[src/pkg/ssp_pkg.sv]
// package: register map, field positions, reset values and states of the pin state block
package ssp_pkg;

  // default number of port pins handled by one instance
  localparam int unsigned NPIN = 8;
  // avalon byte address width
  localparam int unsigned AW = 6;
  // register data width
  localparam int unsigned DW = 32;

  // register byte offsets
  localparam logic [5:0] ADDR_CTRL = 6'h00; // control bits
  localparam logic [5:0] ADDR_DOUT = 6'h04; // port output data
  localparam logic [5:0] ADDR_DIR = 6'h08; // port direction, 1 = output
  localparam logic [5:0] ADDR_PULLUP = 6'h0c; // pull-up enables
  localparam logic [5:0] ADDR_FSEL = 6'h10; // 1 = peripheral function
  localparam logic [5:0] ADDR_CMPO = 6'h14; // 1 = comparator output pin
  localparam logic [5:0] ADDR_EXTEN = 6'h18; // external interrupt enables
  localparam logic [5:0] ADDR_PININ = 6'h1c; // gated pin input, read only
  localparam logic [5:0] ADDR_MODE = 6'h20; // mode status, read only
  localparam logic [5:0] ADDR_IRQ_ST = 6'h24; // sticky events, write one to clear
  localparam logic [5:0] ADDR_IRQ_MASK = 6'h28; // event mask

  // standby_control_register fields
  localparam int unsigned CTRL_W = 3;
  localparam int unsigned CTRL_SPL = 0; // pin_state_select
  localparam int unsigned CTRL_I2CW = 1; // two-wire bus wake-up enable
  localparam int unsigned CTRL_CMPIE = 2; // comparator interrupt enable
  localparam logic [CTRL_W-1:0] CTRL_RST = 3'h0;

  // mode status fields
  localparam int unsigned MODE_W = 4;
  localparam int unsigned MODE_RUN = 0;
  localparam int unsigned MODE_STBY = 1;
  localparam int unsigned MODE_FLOAT = 2;
  localparam int unsigned MODE_SLEEP = 3;

  // event bits of status and mask registers
  localparam int unsigned NEV = 4;
  localparam int unsigned EV_EXT = 0; // external interrupt edge
  localparam int unsigned EV_CMP = 1; // comparator interrupt edge
  localparam int unsigned EV_I2C = 2; // bus wake-up in standby
  localparam int unsigned EV_EXIT = 3; // standby left
  localparam logic [NEV-1:0] MASK_RST = 4'h0;

  // pin group mode
  typedef enum logic [2:0] {
    ST_INIT = 3'b001,
    ST_RUN = 3'b010,
    ST_STBY = 3'b100
  } ssp_state_t;

endpackage : ssp_pkg

[src/rtl/ssp_pin_cell.sv]
// one port pin: next output value, output enable, gated input and interrupt path
module ssp_pin_cell (
  input wire logic init_i, // reset state, pins floated
  input wire logic stby_i, // stop or watch mode
  input wire logic spl_i, // pin_state_select
  input wire logic dout_i, // port data register bit
  input wire logic dir_i, // port direction bit
  input wire logic fsel_i, // peripheral function select
  input wire logic cmpo_i, // comparator output pin select
  input wire logic periph_out_i, // peripheral output value
  input wire logic periph_oe_i, // peripheral output enable
  input wire logic cmp_out_i, // comparator output value
  input wire logic hold_o_i, // output captured at standby entry
  input wire logic hold_oe_i, // enable captured at standby entry
  input wire logic pad_in_i, // pin level
  input wire logic exten_i, // external interrupt enable
  output logic nxt_o_o, // next pin output value
  output logic nxt_oe_o, // next pin output enable
  output logic gate_o, // next gated input
  output logic ext_o // next external interrupt level
);

  // output selection per mode
  always_comb
  begin
    nxt_o_o = 1'b0;
    nxt_oe_o = 1'b0;
    if (init_i)
    begin
      nxt_o_o = 1'b0;
      nxt_oe_o = 1'b0;
    end
    else if (cmpo_i)
    begin
      nxt_o_o = cmp_out_i;
      nxt_oe_o = 1'b1;
    end
    else if (stby_i)
    begin
      nxt_o_o = hold_o_i;
      nxt_oe_o = spl_i ? 1'b0 : hold_oe_i;
    end
    else if (fsel_i)
    begin
      nxt_o_o = periph_out_i;
      nxt_oe_o = periph_oe_i;
    end
    else
    begin
      nxt_o_o = dout_i;
      nxt_oe_o = dir_i;
    end
  end

  assign gate_o = pad_in_i & ~init_i & ~stby_i;
  assign ext_o = pad_in_i & exten_i;

endmodule : ssp_pin_cell

[src/rtl/ssp_irq.sv]
// sticky event status with write-one-to-clear, mask and one level interrupt
module ssp_irq #(
  parameter int unsigned NEV = ssp_pkg::NEV
) (
  input wire logic clk_sys_i, // system clock
  input wire logic rst_i, // synchronous reset, active high
  input wire logic ce_i, // clock enable, freezes state when low
  input wire logic [NEV-1:0] ev_i, // event inputs: one-cycle pulses, the bus wake-up bit a level
  input wire logic clr_we_i, // write to status register
  input wire logic mask_we_i, // write to mask register
  input wire logic [NEV-1:0] wdata_i, // write data
  output logic [NEV-1:0] status_o, // sticky status bits
  output logic [NEV-1:0] mask_o, // mask bits
  output logic irq_o // level interrupt
);

  // all state of this module
  typedef struct packed {
    logic [NEV-1:0] status;
    logic [NEV-1:0] mask;
  } ssp_irq_t;

  ssp_irq_t q; // registered state
  ssp_irq_t d; // next state

  // set wins over a clear in the same cycle
  always_comb
  begin
    d = q;
    d.status = (q.status & ~(clr_we_i ? wdata_i : '0)) | ev_i;
    if (mask_we_i)
    begin
      d.mask = wdata_i;
    end
  end

  // state register
  always_ff @(posedge clk_sys_i)
  begin
    if (rst_i)
    begin
      q.status <= '0;
      q.mask <= ssp_pkg::MASK_RST;
    end
    else if (ce_i)
    begin
      q <= d;
    end
  end

  assign status_o = q.status;
  assign mask_o = q.mask;
  assign irq_o = |(q.status & q.mask);

endmodule : ssp_irq

[src/rtl/ssp_pin_state.sv]
// pin state control of lcd common and segment port pins across run, sleep, stop and watch
module ssp_pin_state #(
  parameter int unsigned N = ssp_pkg::NPIN // pins, at most eight
) (
  input wire logic clk_sys_i, // system clock, 125 MHz
  input wire logic rst_i, // synchronous reset, active high
  input wire logic ce_i, // clock enable
  input wire logic stop_i, // stop mode active
  input wire logic watch_i, // watch mode active
  input wire logic sleep_i, // sleep mode active, pins unaffected
  input wire logic i2c_wake_i, // bus interface wake request
  input wire logic cmp_result_i, // comparator analogue result
  input wire logic cmp_out_i, // comparator output value
  input wire logic [N-1:0] periph_out_i, // peripheral output values
  input wire logic [N-1:0] periph_oe_i, // peripheral output enables
  input wire logic [N-1:0] pad_in_i, // pin levels
  output logic [N-1:0] pad_out_o, // pin output values
  output logic [N-1:0] pad_oe_o, // pin output enables, high drives
  output logic [N-1:0] pad_pu_o, // pin pull-up enables
  output logic [N-1:0] pin_in_o, // gated pin inputs to peripherals
  output logic [N-1:0] extint_o, // external interrupt levels
  output logic cmp_irq_o, // comparator interrupt level
  output logic wake_o, // wake request to clock control
  output logic irq_o, // block interrupt level
  input wire logic [ssp_pkg::AW-1:0] avs_address_i, // byte address
  input wire logic avs_read_i, // read request
  input wire logic avs_write_i, // write request
  input wire logic [ssp_pkg::DW-1:0] avs_writedata_i, // write data
  input wire logic [3:0] avs_byteenable_i, // byte enables
  output logic [ssp_pkg::DW-1:0] avs_readdata_o, // read data
  output logic avs_waitrequest_o // stall until answer ready
);

  // all state of the block except the sticky status and mask kept in u_irq
  typedef struct packed {
    ssp_pkg::ssp_state_t st; // pin group mode
    logic [ssp_pkg::CTRL_W-1:0] ctrl; // standby_control_register
    logic [N-1:0] dout; // port data
    logic [N-1:0] dir; // port direction
    logic [N-1:0] pu; // pull-up enables
    logic [N-1:0] fsel; // peripheral select
    logic [N-1:0] cmpo; // comparator output pins
    logic [N-1:0] exten; // external interrupt enables
    logic [N-1:0] hold_o; // outputs kept in standby
    logic [N-1:0] hold_oe; // enables kept in standby
    logic [N-1:0] pad_o; // registered pin outputs
    logic [N-1:0] pad_oe; // registered pin enables
    logic [N-1:0] pin_in; // registered gated inputs
    logic [N-1:0] ext; // registered interrupt levels
    logic cmp_irq; // registered comparator interrupt
    logic wake; // registered wake request
    logic ack; // bus answer cycle
    logic [ssp_pkg::DW-1:0] rdata; // read data
  } ssp_core_t;

  ssp_core_t q; // registered state
  ssp_core_t d; // next state

  logic [N-1:0] nxt_o; // per-pin next output
  logic [N-1:0] nxt_oe; // per-pin next enable
  logic [N-1:0] gate; // per-pin gated input
  logic [N-1:0] ext_w; // per-pin interrupt level
  logic [ssp_pkg::NEV-1:0] ev; // event pulses
  logic [ssp_pkg::NEV-1:0] irq_st; // sticky status
  logic [ssp_pkg::NEV-1:0] irq_mask; // mask
  logic req; // bus request present
  logic wr; // write takes effect
  logic stby_req; // stop or watch asked for
  logic in_stby; // group in standby
  logic clr_we; // status clear strobe
  logic mask_we; // mask write strobe

  assign req = avs_read_i | avs_write_i;
  assign wr = avs_write_i & q.ack & avs_byteenable_i[0];
  assign stby_req = stop_i | watch_i;
  assign in_stby = (q.st == ssp_pkg::ST_STBY);
  assign clr_we = wr & (avs_address_i == ssp_pkg::ADDR_IRQ_ST);
  assign mask_we = wr & (avs_address_i == ssp_pkg::ADDR_IRQ_MASK);

  // one cell per pin
  genvar gi;
  generate
    for (gi = 0; gi < N; gi++)
    begin : g_pin
      ssp_pin_cell u_cell (
        .init_i (q.st == ssp_pkg::ST_INIT),
        .stby_i (in_stby),
        .spl_i (q.ctrl[ssp_pkg::CTRL_SPL]),
        .dout_i (q.dout[gi]),
        .dir_i (q.dir[gi]),
        .fsel_i (q.fsel[gi]),
        .cmpo_i (q.cmpo[gi]),
        .periph_out_i (periph_out_i[gi]),
        .periph_oe_i (periph_oe_i[gi]),
        .cmp_out_i (cmp_out_i),
        .hold_o_i (q.hold_o[gi]),
        .hold_oe_i (q.hold_oe[gi]),
        .pad_in_i (pad_in_i[gi]),
        .exten_i (q.exten[gi]),
        .nxt_o_o (nxt_o[gi]),
        .nxt_oe_o (nxt_oe[gi]),
        .gate_o (gate[gi]),
        .ext_o (ext_w[gi])
      );
    end
  endgenerate

  // event pulses for the status register
  always_comb
  begin
    ev = '0;
    ev[ssp_pkg::EV_EXT] = |(ext_w & ~q.ext);
    ev[ssp_pkg::EV_CMP] = d.cmp_irq & ~q.cmp_irq;
    ev[ssp_pkg::EV_I2C] = in_stby & i2c_wake_i & q.ctrl[ssp_pkg::CTRL_I2CW];
    ev[ssp_pkg::EV_EXIT] = in_stby & ~stby_req;
  end

  // sticky status and mask
  ssp_irq #(
    .NEV (ssp_pkg::NEV)
  ) u_irq (
    .clk_sys_i (clk_sys_i),
    .rst_i (rst_i),
    .ce_i (ce_i),
    .ev_i (ev),
    .clr_we_i (clr_we),
    .mask_we_i (mask_we),
    .wdata_i (avs_writedata_i[ssp_pkg::NEV-1:0]),
    .status_o (irq_st),
    .mask_o (irq_mask),
    .irq_o (irq_o)
  );

  // next state of the block, apart from the sticky status and mask in u_irq
  always_comb
  begin
    d = q;
    // bus answer one cycle after the request
    d.ack = req & ~q.ack;
    if (req & ~q.ack)
    begin
      d.rdata = '0;
      case (avs_address_i)
        ssp_pkg::ADDR_CTRL: d.rdata[ssp_pkg::CTRL_W-1:0] = q.ctrl;
        ssp_pkg::ADDR_DOUT: d.rdata[N-1:0] = q.dout;
        ssp_pkg::ADDR_DIR: d.rdata[N-1:0] = q.dir;
        ssp_pkg::ADDR_PULLUP: d.rdata[N-1:0] = q.pu;
        ssp_pkg::ADDR_FSEL: d.rdata[N-1:0] = q.fsel;
        ssp_pkg::ADDR_CMPO: d.rdata[N-1:0] = q.cmpo;
        ssp_pkg::ADDR_EXTEN: d.rdata[N-1:0] = q.exten;
        ssp_pkg::ADDR_PININ: d.rdata[N-1:0] = q.pin_in;
        ssp_pkg::ADDR_MODE:
        begin
          d.rdata[ssp_pkg::MODE_RUN] = (q.st == ssp_pkg::ST_RUN);
          d.rdata[ssp_pkg::MODE_STBY] = in_stby;
          d.rdata[ssp_pkg::MODE_FLOAT] = in_stby & q.ctrl[ssp_pkg::CTRL_SPL];
          d.rdata[ssp_pkg::MODE_SLEEP] = sleep_i;
        end
        ssp_pkg::ADDR_IRQ_ST: d.rdata[ssp_pkg::NEV-1:0] = irq_st;
        ssp_pkg::ADDR_IRQ_MASK: d.rdata[ssp_pkg::NEV-1:0] = irq_mask;
        // unmapped reads as zero
        default: d.rdata = '0;
      endcase
    end
    // register writes on the answer cycle
    if (wr)
    begin
      case (avs_address_i)
        ssp_pkg::ADDR_CTRL: d.ctrl = avs_writedata_i[ssp_pkg::CTRL_W-1:0];
        ssp_pkg::ADDR_DOUT: d.dout = avs_writedata_i[N-1:0];
        ssp_pkg::ADDR_DIR: d.dir = avs_writedata_i[N-1:0];
        ssp_pkg::ADDR_PULLUP: d.pu = avs_writedata_i[N-1:0];
        ssp_pkg::ADDR_FSEL: d.fsel = avs_writedata_i[N-1:0];
        ssp_pkg::ADDR_CMPO: d.cmpo = avs_writedata_i[N-1:0];
        ssp_pkg::ADDR_EXTEN: d.exten = avs_writedata_i[N-1:0];
        // read-only, irq or unmapped: ignored here
        default: d.dout = q.dout;
      endcase
    end
    // pin group mode
    case (q.st)
      ssp_pkg::ST_INIT:
      begin
        d.st = ssp_pkg::ST_RUN;
      end
      ssp_pkg::ST_RUN:
      begin
        // sleep alone leaves pins in run
        if (stby_req)
        begin
          d.st = ssp_pkg::ST_STBY;
          d.hold_o = q.pad_o;
          d.hold_oe = q.pad_oe;
        end
      end
      ssp_pkg::ST_STBY:
      begin
        if (~stby_req)
        begin
          d.st = ssp_pkg::ST_RUN;
        end
      end
      default:
      begin
        d.st = ssp_pkg::ST_INIT;
      end
    endcase
    // pin outputs and gated inputs
    d.pad_o = nxt_o;
    d.pad_oe = nxt_oe;
    d.pin_in = gate;
    d.ext = ext_w;
    d.cmp_irq = cmp_result_i & q.ctrl[ssp_pkg::CTRL_CMPIE];
    d.wake = in_stby & ((|ext_w) | d.cmp_irq
             | (i2c_wake_i & q.ctrl[ssp_pkg::CTRL_I2CW]));
  end

  // state register, frozen while clock enable is low
  always_ff @(posedge clk_sys_i)
  begin
    if (rst_i)
    begin
      q <= '0;
      q.st <= ssp_pkg::ST_INIT;
      q.ctrl <= ssp_pkg::CTRL_RST;
    end
    else if (ce_i)
    begin
      q <= d;
    end
  end

  // outputs
  assign pad_out_o = q.pad_o;
  assign pad_oe_o = q.pad_oe;
  assign pad_pu_o = q.pu;
  assign pin_in_o = q.pin_in;
  assign extint_o = q.ext;
  assign cmp_irq_o = q.cmp_irq;
  assign wake_o = q.wake;
  assign avs_readdata_o = q.rdata;
  assign avs_waitrequest_o = req & ~q.ack;
endmodule : ssp_pin_state

[config.mk]
export PLATFORM = sky130hd
export DESIGN_NAME = ssp_pin_state
export DESIGN_NICKNAME = d
export VERILOG_FILES = /design/src/pkg/ssp_pkg.sv /design/src/rtl/ssp_pin_cell.sv /design/src/rtl/ssp_irq.sv /design/src/rtl/ssp_pin_state.sv
export SDC_FILE = /design/constraint.sdc
export NUM_CORES = 1
export LEC_CHECK = 0
export ABC_AREA = 1
export BUFFER_PORTS_ARGS = -buffer_cell sky130_fd_sc_hd__clkbuf_2
export CAP_MARGIN = 20
export CORE_MARGIN = 10
export CORE_UTILIZATION = 49
export CTS_CLUSTER_DIAMETER = 100
export DETAILED_ROUTE_END_ITERATION = 10
export HOLD_SLACK_MARGIN = 0.06
export PLACE_DENSITY = 0.77
export RECOVER_POWER = 100
export SYNTH_ARGS = -nofsm -noshare
export SYNTH_HDL_FRONTEND = slang
export SYNTH_HIERARCHICAL = 1
export SYNTH_SLANG_ARGS = --single-unit
[constraint.sdc]
create_clock -name clk_sys_i -period 2.56 [get_ports clk_sys_i]
set_input_delay 0.384 -clock clk_sys_i [delete_from_list [all_inputs] [get_ports clk_sys_i]]
set_output_delay 0.384 -clock clk_sys_i [all_outputs]
set_load 0.05 [all_outputs]
* Yosys cells after proc, flatten, opt, wreduce, memory -nomap -nowiden *
Cells that the tools add are included.
Widths: inputs -> output; s select.

word-level totals
  register bits after elaboration = 121
  input bits = 77
  output and inout port bits = 76
  word-level logic and storage cells = 181

operators by class
  eq/ne operators = 15
  mux-type cells = 79
  bitwise gates (word level) = 52
  reductions and logical operators = 15

operators by type and width
  operator            count
  $mux 1              72
  $and 1x1->1         37
  $pmux 3 s11         1
  $pmux 4 s7          1
  $reduce_and 3->1    9
  $eq 6x5->1 const B  4
  $eq 6x6->1 const B  3
  $reduce_or 8->1     2
  $eq 6x4->1 const B  2
  $pmux 1 s10         1
  $pmux 3 s3          1
  $and 4x4->4         2
  $and 8x8->8         1
  $not 8->8           1
  $eq 6x3->1 const B  1
  $logic_not 6->1     1
  $mux 3              2
  $not 1->1           5
  $mux 4              1
  $ne 2x2->1 const B  2
  $not 4->4           1
  $or 1x1->1          4
  $or 4x4->4          1
  $reduce_and 2->1    2
  4 further kinds     4

* Longest topological paths before layout *
Gate-level depths: netlist of the first run.

  word-level depth = 7
  depth in mapped cells = 10
  depth with buffers taken out = 10

* By module *
Netlist of the first run, hierarchy kept.

by module, submodules not included
  module         instances  cells an instance  area an instance (µm²)  sequential area each (µm²)
  ssp_pin_state  1          762                5407.7                  2262.2
  ssp_pin_cell   8          24                 108.9                   0.0
  ssp_irq        1          45                 332.8                   160.2

* Least setup slack after synthesis of the first run *
No wires, ideal clock.

  path kind = register to register
  from = register q[134] in the netlist's numbering
  to = register q (netlist bit pad_out_o[6])
  setup time = 0.116 ns
  data arrival time = 2.392 ns
  data required time = 2.444 ns
  setup slack = 0.052 ns
  stages on the path, launching flop included = 7
  path buffers = 0
  period minus slack after synthesis = 2.508 ns
  cell sequence = dfxtp_1 inv_1 nor3_1 o21bai_1 a21oi_1 nor2_1 nor2_1

RTL lines
  item         line                 RTL
  from (decl)  ssp_pin_state.sv:56  ssp_core_t q;

* Worst setup path in the final report of the first run *
  from = register q[32] in the netlist's numbering
  to = register q[106] in the netlist's numbering

on the way
  cells in the longest elaborated chain, start to end = 3

RTL lines
  item                               line                 RTL
  $and 1x1->1 (2 in a row)           ssp_pin_state.sv:74  assign wr = avs_write_i & q.ack & avs_byteenable_i[0];
  $reduce_and 3->1 (no source line)  -

No other way between the ends.
A chain may end at the register's enable or synchronous reset.

==> metrics.csv, run 1 <==
metric;value;unit
outcome;completed;
drt-initial-drc-count;627;
num_rows;42;
rsz0062_at_grt;false;
synthCells;999;
final_layout_size_suffix_gt1_frac;0.127;
numCtsBuffers;17;
viasPerCell;5.20;
clkPwrFrac;0.486;
switching_share;0.282;
dp_hpwl;14.5;mm
worst_skew_pair.late_latency;0.42;ns
seqPwrFrac;0.404;
critPathTopFamily;simple AND/OR/NAND/NOR gates;
setup_tns;0;ns
tightestPinTransition;0.955;ns
async_reset_ff_frac;0;
worst_slack;0.492;ns
layout.cells.non_filler;1243;
cts.sinks;121;
final_cell_mix;239 x nor2_1, 162 x nand2_1, 121 x dfxtp_1, 105 x o21ai_0, 94 x inv_1;
design.core.area;13200;sq um
grt_use_met3;0.0557;
grt.busiest_layer;met2;
finalHoldViolations;0;
p_sw;1360;uW
dp.cells;1211;
final_util;0.547;
io-pin-count;153;
max_clock_freq;484;MHz
gr-usage-all-layers;0.211;
cp_max_fo;10;
criticalPathCategory;flip-flop to flip-flop;
synth-seq-area-share;0.366;
setup_viol;0;
cp-end-kind;flip-flop;
io_buffers;101;
drc;0;
crit_path_max_incr_delay;0.39;ns
grt.met2_usage;0.356;
start_util;0.499;
dr_total_vias;6469;
finalClockSkew;0.00879;ns
final_common_cell;nor2_1;
maxSlewHeadroom;0.363;
place.gp.congestion;0.965;
power.static_leakage;0.00314;uW
slew_viol_final;0;
cp.required;2.87;ns
ys_ff_latch;121;
synth_area;6610;sq um
antenna_cells;0;
routedWlPerCell;15.8;microns
cts_buffer_depth;2;
p_per_area;667;nW/um^2
cts_resized;0;
synth_edf_count;0;
clk_pin_slew;0.06;ns
path_buf_inv;2;
grt_util_met1;0.243;
die_y;136;microns
holdBufCountCts;0;
h-tree-depth;4;
cp_cell_sequence;nand3_1, nor2_1, inv_1, nor2_1, inv_1, o21ai_1, a21oi_1;
final.period_utilization;0.808;
synth_warnings;6;
r2r_start;q[32];
antenna_left;0;
p_int;3470;uW
power.share.combinational;0.109;
antenna_found_initial;0;
setup.worst_path.start;q[32];
worstSetupStartpointType;flip-flop;
grt_first_pass_wirelength;31.0;mm
grt_pass1_vias;6092;
crit_slowest_cell;nor2_1;
grt_max_degree;93;
maxCapViolCount;0;
syn_to_final_growth;9.58;%
die_w;136;microns
netlist-cell-type-count;36;
wl;19.6;mm
hold_class;input port to flip-flop;
min_from;cmp_result_i;
cts_tree;yes;
synth-main-ff-cell;dfxtp_1;
layout_min_cycle_time;2.07;ns
num-nets-final;1131;
dr.pass1.iters;5;
postCtsSetupBuffers;0;
root_buffer;clkbuf_16;
worstPathArrival;2.37;ns
dp_slack;0.636;ns
grt_overflow_total;0;
vdd_drop_max;0.421;mV
dieArea;18500;sq um
avgSynthCellArea;6.62;sq um
[routing by layer]
layer / vias to the layer above / part of all wire
met2: 252 / 0.48
met4: 0 / 0.034
met5: - / 0
met3: 50 / 0.085
met1: 2980 / 0.40
li1: 3187 / -
[logic make-up (layout without fill, tap and decap cells)]
kind of cell           Yosys count  after routing  synth area share
and+or+nand+nor                480            480             0.317
buffers and inverters          212            257             0.165
AOI/OAI and AO/OA              185            185             0.151
DFF                            121            121             0.366
other                            1             24          0.000567
[per-stage QoR]
stage | power [uW] | hold slack (ns) | instance area (sq um)
final | 4830 | 0.284 | 7240
after global routing | 4980 | 0.308 | 7240
after CTS | 4860 | 0.282 | 7430
after detailed placement | 2530 | 0.457 | 6860
after global placement | 2530 | 0.452 | 6860
after floorplan | 2440 | 0.444 | 6700
[layout make-up]
cell class	instances	area (sq um)
Clock buffer	17	425
Clock inverter	15	150
Fill cell	1398	6000
Inverter	114	432
Multi-Input combinational cell	689	3070
Sequential cell	121	2420
Tap cell	176	220
Timing Repair Buffer	111	520
[flip-flops by register name, indices dropped and copies added (netlist names)]
register	count
q	63
avs_readdata_o	8
extint_o	8
pad_oe_o	8
pad_out_o	8
pad_pu_o	8
pin_in_o	8
u_irq/mask_o	4
u_irq/status_o	4
cmp_irq_o	1
wake_o	1
[synth_stat cells (5+ instances only)]
| master | number | share of area |
|---|---|---|
| nand4_1 | 13 | 0.012 |
| buf_2 | 8 | 0.0061 |
| nand2_1 | 158 | 0.090 |
| o21ai_1 | 5 | 0.0038 |
| nand3_1 | 40 | 0.030 |
| a21oi_2 | 9 | 0.012 |
| nor2_4 | 10 | 0.017 |
| clkbuf_1 | 15 | 0.0085 |
| nand3_2 | 9 | 0.014 |
| dfxtp_1 | 121 | 0.37 |
| inv_2 | 29 | 0.016 |
| nor2_1 | 229 | 0.13 |
| o21ai_0 | 103 | 0.078 |
| buf_4 | 73 | 0.083 |
| nor2_2 | 9 | 0.0085 |
| o21bai_1 | 8 | 0.0091 |
| a21oi_1 | 51 | 0.039 |
| inv_1 | 82 | 0.047 |
[power groups by stage]
stage                     Combinational [uW]  Sequential, uW  Clock [uW]
after floorplan                          449            1990           0
after global placement                   532            1990           0
after detailed placement                 539            2000           0
after CTS                                541            1950        2360
after global routing                     571            1960        2450
final                                    528            1950        2350
[tightest hold or removal path, delay by kind of cell]
| family | cells | cell delay [ns] |
|---|---|---|
| AO/OA/AOI/OAI | 1 | 0.09 |
| buffers and inverters | 1 | 0.10 |
| AND/OR/NAND/NOR | 1 | 0.10 |
[path summary, 6_finish.rpt]
check / to / slack (ns) / cells after the start
hold / removal: cmp_irq_o / 0.28 / 3
setup reg to reg: q[106] / 0.49 / 7
hold reg to reg: avs_readdata_o[2] / 0.46 / 2
setup / recovery: q[106] / 0.49 / 7
Power figures use the tool's default switching activity.
==> run 2: changes to the inputs <==
==> constraint.sdc (replaced) <==
create_clock -name clk_sys_i -period 1.9 [get_ports clk_sys_i]
set_input_delay 0.285 -clock clk_sys_i [delete_from_list [all_inputs] [get_ports clk_sys_i]]
set_output_delay 0.285 -clock clk_sys_i [all_outputs]
set_load 0.05 [all_outputs]
==> metrics.csv, run 2 (synthesis results as in run 1) <==
metric;value;unit;change
outcome;completed;;
power.share.combinational;0.113;;+0.004
maxSlewHeadroom;0.369;;+0.00580
num_rows;42;;unchanged
crit_slowest_cell;nor2_2;;
dp_hpwl;14.3;mm;-1.2%
h-tree-depth;4;;unchanged
endpoint;q[95];;
final_cell_mix;229 x nor2_1, 161 x nand2_1, 121 x dfxtp_1, 106 x o21ai_0, 87 x inv_1;;
r2r_setup_slack;0.21;ns;-0.28 ns
drt-initial-drc-count;648;;+3.3%
start_util;0.499;;unchanged
postCtsSetupBuffers;0;;unchanged
finalHoldViolations;0;;unchanged
holdPathStages;3;;unchanged
tightestPinTransition;0.946;ns;-0.00870 ns
hold_class;input port to flip-flop;;
ff2ff_path_depth;7;;unchanged
setup_viol;0;;unchanged
grt_pass1_vias;6159;;+1.1%
largest_reg_flops;63;;unchanged
die_y;136;microns;unchanged
worst_slack;0.211;ns;-0.280 ns
antenna_cells;0;;unchanged
p_per_area;871;nW/um^2;+31%
layout_min_cycle_time;1.69;ns;-0.380 ns
syn_to_final_growth;10.7;%;
final_layout_size_suffix_gt1_frac;0.139;;+0.0118
place.gp.congestion;0.975;;+1.0%
r2r-end;q[95];;
design.core.area;13200;sq um;unchanged
clkPwrFrac;0.474;;-0.012
worstPathArrival;2.00;ns;-0.37 ns
rsz0062_at_grt;false;;
grt_max_degree;52;;-44%
grt_overflow_total;0;;unchanged
antenna_found_initial;0;;unchanged
dieArea;18500;sq um;unchanged
setup_tns;0;ns;unchanged
routedWlPerCell;15.5;microns;-1.6%
holdBufCountCts;0;;unchanged
vdd_drop_max;0.562;mV;+33%
dr.pass1.iters;7;;+2
dp_slack;0.230;ns;-0.406 ns
cts_buffer_depth;2;;unchanged
clk_pin_slew;0.06;ns;about the same
numCtsBuffers;17;;unchanged
io-pin-count;153;;unchanged
maxCapViolCount;0;;unchanged
final.period_utilization;0.889;;+0.0809
cts_resized;0;;unchanged
io_buffers;101;;unchanged
wl;19.3;mm;-1.4%
cp-end-kind;flip-flop;;
setup.worst_path.start;q[32];;
root_buffer;clkbuf_16;;
crit_path_max_incr_delay;0.37;ns;-0.02 ns
cts.sinks;121;;unchanged
grt_first_pass_wirelength;30.9;mm;-0.31%
slew_viol_final;0;;unchanged
p_int;4640;uW;+34%
viasPerCell;5.20;;about the same
cp.required;2.21;ns;-0.66 ns
worstSetupStartpointType;flip-flop;;
power.static_leakage;0.00316;uW;+0.94%
r2r_start;q[32];;
cp_cell_sequence;nand3_1, nor2_4, inv_2, nor2_2, inv_4, o21ai_2, a21oi_2;;
cp_max_fo;9;;-1
drc;0;;unchanged
die_w;136;microns;unchanged
cts_tree;yes;;
worst_skew_pair.late_latency;0.42;ns;about the same
num-nets-final;1134;;+0.27%
criticalPathCategory;flip-flop to flip-flop;;
final_common_cell;nor2_1;;
seqPwrFrac;0.413;;+0.009
finalClockSkew;0.00813;ns;-0.000661 ns
gr-usage-all-layers;0.209;;-0.00204
antenna_left;0;;unchanged
max_clock_freq;592;MHz;+22%
switching_share;0.272;;-0.0100
dr_total_vias;6485;;+0.25%
top_register;q;;
p_sw;1740;uW;+27%
run 2: layer usage:
metal,track usage,up-vias,part of all wire
met5,0,-,0
met4,0.0947,0,0.034
met3,0.0631,54,0.092
met2,0.342,276,0.47
met1,0.247,2961,0.40
li1,-,3194,-
run 2: metrics by stage:
step | area [sq um] | instances | hold slack (ns) | total power [uW] | utilization
after floorplan | 6700 | 1022 | 0.354 | 3290 | -
after global placement | 6900 | 1214 | 0.454 | 3410 | 0.521
after detailed placement | 6900 | 1214 | 0.459 | 3420 | 0.521
after CTS | 7450 | 1246 | 0.166 | 6410 | 0.563
after global routing | 7320 | 1246 | 0.189 | 6590 | 0.553
final | 7320 | 1246 | 0.183 | 6380 | 0.553
run 2: power groups by stage:
stage / combinational (uW) / clock (uW) / sequential (uW)
after global placement: 726 / 0 / 2690
after detailed placement: 732 / 0 / 2690
after CTS: 735 / 3040 / 2640
after global routing: 778 / 3170 / 2640
after floorplan: 604 / 0 / 2680
final: 720 / 3020 / 2640
run 2: worst min-delay path by stage:
| stage | start | end | slack (ns) |
|---|---|---|---|
| 6_report | cmp_result_i | cmp_irq_o | 0.18 |
| 5_1_grt | cmp_result_i | cmp_irq_o | 0.19 |
| 4_1_cts | cmp_result_i | cmp_irq_o | 0.17 |
| 3_5_place_dp | avs_readdata_o[5] | avs_readdata_o[5] | 0.46 |
| 3_3_place_gp | avs_readdata_o[2] | avs_readdata_o[2] | 0.45 |
| 2_1_floorplan | rst_i | u_irq/status_o[0] | 0.35 |
run 2: final cells by class:
type,count,area [sq um]
clock buffer,23,478
clock inverter,9,72.6
fill,1344,5930
inverter,114,432
multi-input combinational,689,3120
sequential,121,2420
tap,176,220
timing repair buffer,114,569
run 2: critical path: cells and delay by family, from the launching register on:
family	cells	cell delay [ns]
compound gates	2	0.19
buf+inv	2	0.26
flops	1	0.36
simple gates	3	0.77
==> run 3: changes to the inputs <==
--- a/config.mk
+++ b/config.mk
@@ -8,6 +8,7 @@
 export ABC_AREA = 1
 export BUFFER_PORTS_ARGS = -buffer_cell sky130_fd_sc_hd__clkbuf_2
 export CAP_MARGIN = 20
+export CORE_ASPECT_RATIO = 1.1
 export CORE_MARGIN = 10
 export CORE_UTILIZATION = 49
 export CTS_CLUSTER_DIAMETER = 100
==> metrics.csv, run 3 (synthesis results as in run 1) <==
metric;value;unit;change
place.gp.congestion;0.911;;-6.5%
layout_min_cycle_time;1.72;ns;+0.0354 ns
drt-initial-drc-count;523;;-19%
maxSlewHeadroom;0.348;;-0.0214
worstSetupStartpointType;flip-flop;;
io-pin-count;153;;unchanged
nFillCells;1335;;-0.67%
top_register;q;;
tightestPinTransition;0.978;ns;+0.0321 ns
start_util;0.500;;+0.00113
final_common_cell;nor2_1;;
grt_max_degree;70;;+35%
rsz0062_at_grt;false;;
worstPathArrival;2.04;ns;+0.04 ns
slew_viol_final;0;;unchanged
power.static_leakage;0.00323;uW;+2.0%
cp.required;2.21;ns;about the same
io_buffers;101;;unchanged
cts_buffer_depth;2;;unchanged
postCtsSetupBuffers;0;;unchanged
grt_pass1_vias;5978;;-2.9%
vdd_drop_max;0.563;mV;+0.17%
grt_overflow_total;0;;unchanged
finalClockSkew;0.00484;ns;-0.00329 ns
dp_hpwl;14.3;mm;-0.31%
finalHoldViolations;0;;unchanged
numCtsBuffers;17;;unchanged
h-tree-depth;4;;unchanged
holdBufCountCts;0;;unchanged
dieArea;18500;sq um;about the same
die_y;142;microns;+4.2%
p_per_area;900;nW/um^2;+3.2%
die_w;131;microns;-4.0%
syn_to_final_growth;11.8;%;
r2r_setup_slack;0.18;ns;-0.04 ns
largest_reg_flops;63;;unchanged
antenna_cells;0;;unchanged
min_from;cmp_result_i;;
holdPathStages;3;;unchanged
min_to;cmp_irq_o;;
criticalPathCategory;flip-flop to flip-flop;;
antenna_left;0;;unchanged
dr.pass1.iters;6;;-1
drc;0;;unchanged
r2r-end;q[90];;
wl;19.3;mm;-0.32%
root_buffer;clkbuf_16;;
cp_max_fo;9;;unchanged
dr_total_vias;6364;;-1.9%
setup.worst_path.start;q[32];;
num-nets-final;1135;;+0.088%
grt_first_pass_wirelength;30.1;mm;-2.6%
dp_slack;0.219;ns;-0.0111 ns
final_layout_size_suffix_gt1_frac;0.142;;+0.00280
worst_slack;0.176;ns;-0.0354 ns
cts_tree;yes;;
design.core.area;13200;sq um;-0.23%
routedWlPerCell;15.6;microns;+0.89%
cts.sinks;121;;unchanged
setup_tns;0;ns;unchanged
r2r_start;q[32];;
worst_skew_pair.late_latency;0.42;ns;about the same
clk_pin_slew;0.05;ns;about the same
maxCapViolCount;0;;unchanged
hold_class;input port to flip-flop;;
viasPerCell;5.17;;-0.67%
antenna_found_initial;0;;unchanged
max_clock_freq;580;MHz;-2.1%
setup_viol;0;;unchanged
outcome;completed;;
final_cell_mix;231 x nor2_1, 161 x nand2_1, 121 x dfxtp_1, 106 x o21ai_0, 91 x inv_1;;
num_rows;44;;+4.8%
ff2ff_path_depth;7;;unchanged
final.period_utilization;0.907;;+0.0186
cts_resized;0;;unchanged
cp-end-kind;flip-flop;;
gr-usage-all-layers;0.207;;-0.00150
run 3: cell count changes in the layout (fill, tap and decap cells not counted), sizes merged:
cell	previous run	this run
buf	11	12
bufinv	1	2
clkbuf	126	127
clkinv	9	6
run 3: worst max path at each step:
stage,end,slack (ns),cells after the start
finish,q[90],0.18,7
global route,q[90],0.09,7
CTS,q[86],0.32,7
detailed placement,avs_readdata_o[4],0.22,10
global placement,avs_readdata_o[4],0.28,10
floorplan,avs_readdata_o[3],0.06,6
run 3: metal layers:
metal	GRT usage	up-vias	wire length, microns
met4	0.0820	0	536
met2	0.353	263	9450
met1	0.242	2857	7740
li1	-	3199	-
met5	0	-	0
met3	0.0518	45	1540
run 3: where the power goes:
part | switching (uW) | leakage [uW] | internal, uW
logic | 557 | 0.00194 | 163
clock network | 1140 | 0.000304 | 2150
registers | 40.6 | 0.000982 | 2600
total | 1740 | 0.00323 | 4910
run 3: layout make-up:
cell class	instances	area [sq um]	area share
multi-input cells	689	3150	0.427
flip-flops and latches	121	2420	0.328
repair buffers	115	574	0.0777
clock buffers	24	522	0.0706
inverters	114	432	0.0584
well taps	161	201	0.0273
clock inverters	7	87.6	0.0118
run 3: metrics by stage:
step	std cells	util	total power, uW	cell area, sq um	hold slack (ns)
floorplan	1022	-	3290	6700	0.354
global placement	1200	0.522	3410	6890	0.454
detailed placement	1200	0.522	3420	6890	0.456
CTS	1231	0.568	6690	7500	0.170
global route	1231	0.559	6850	7390	0.206
finish	1231	0.559	6650	7390	0.181
run 3: worst max-delay path, cell delays in order, from the launching register on:
cell	delay, ns
dfxtp_1	0.35
nand3_1	0.22
nor2_4	0.21
inv_2	0.14
nor2_2	0.32
inv_2	0.16
o21ai_0	0.17
a21oi_1	0.05
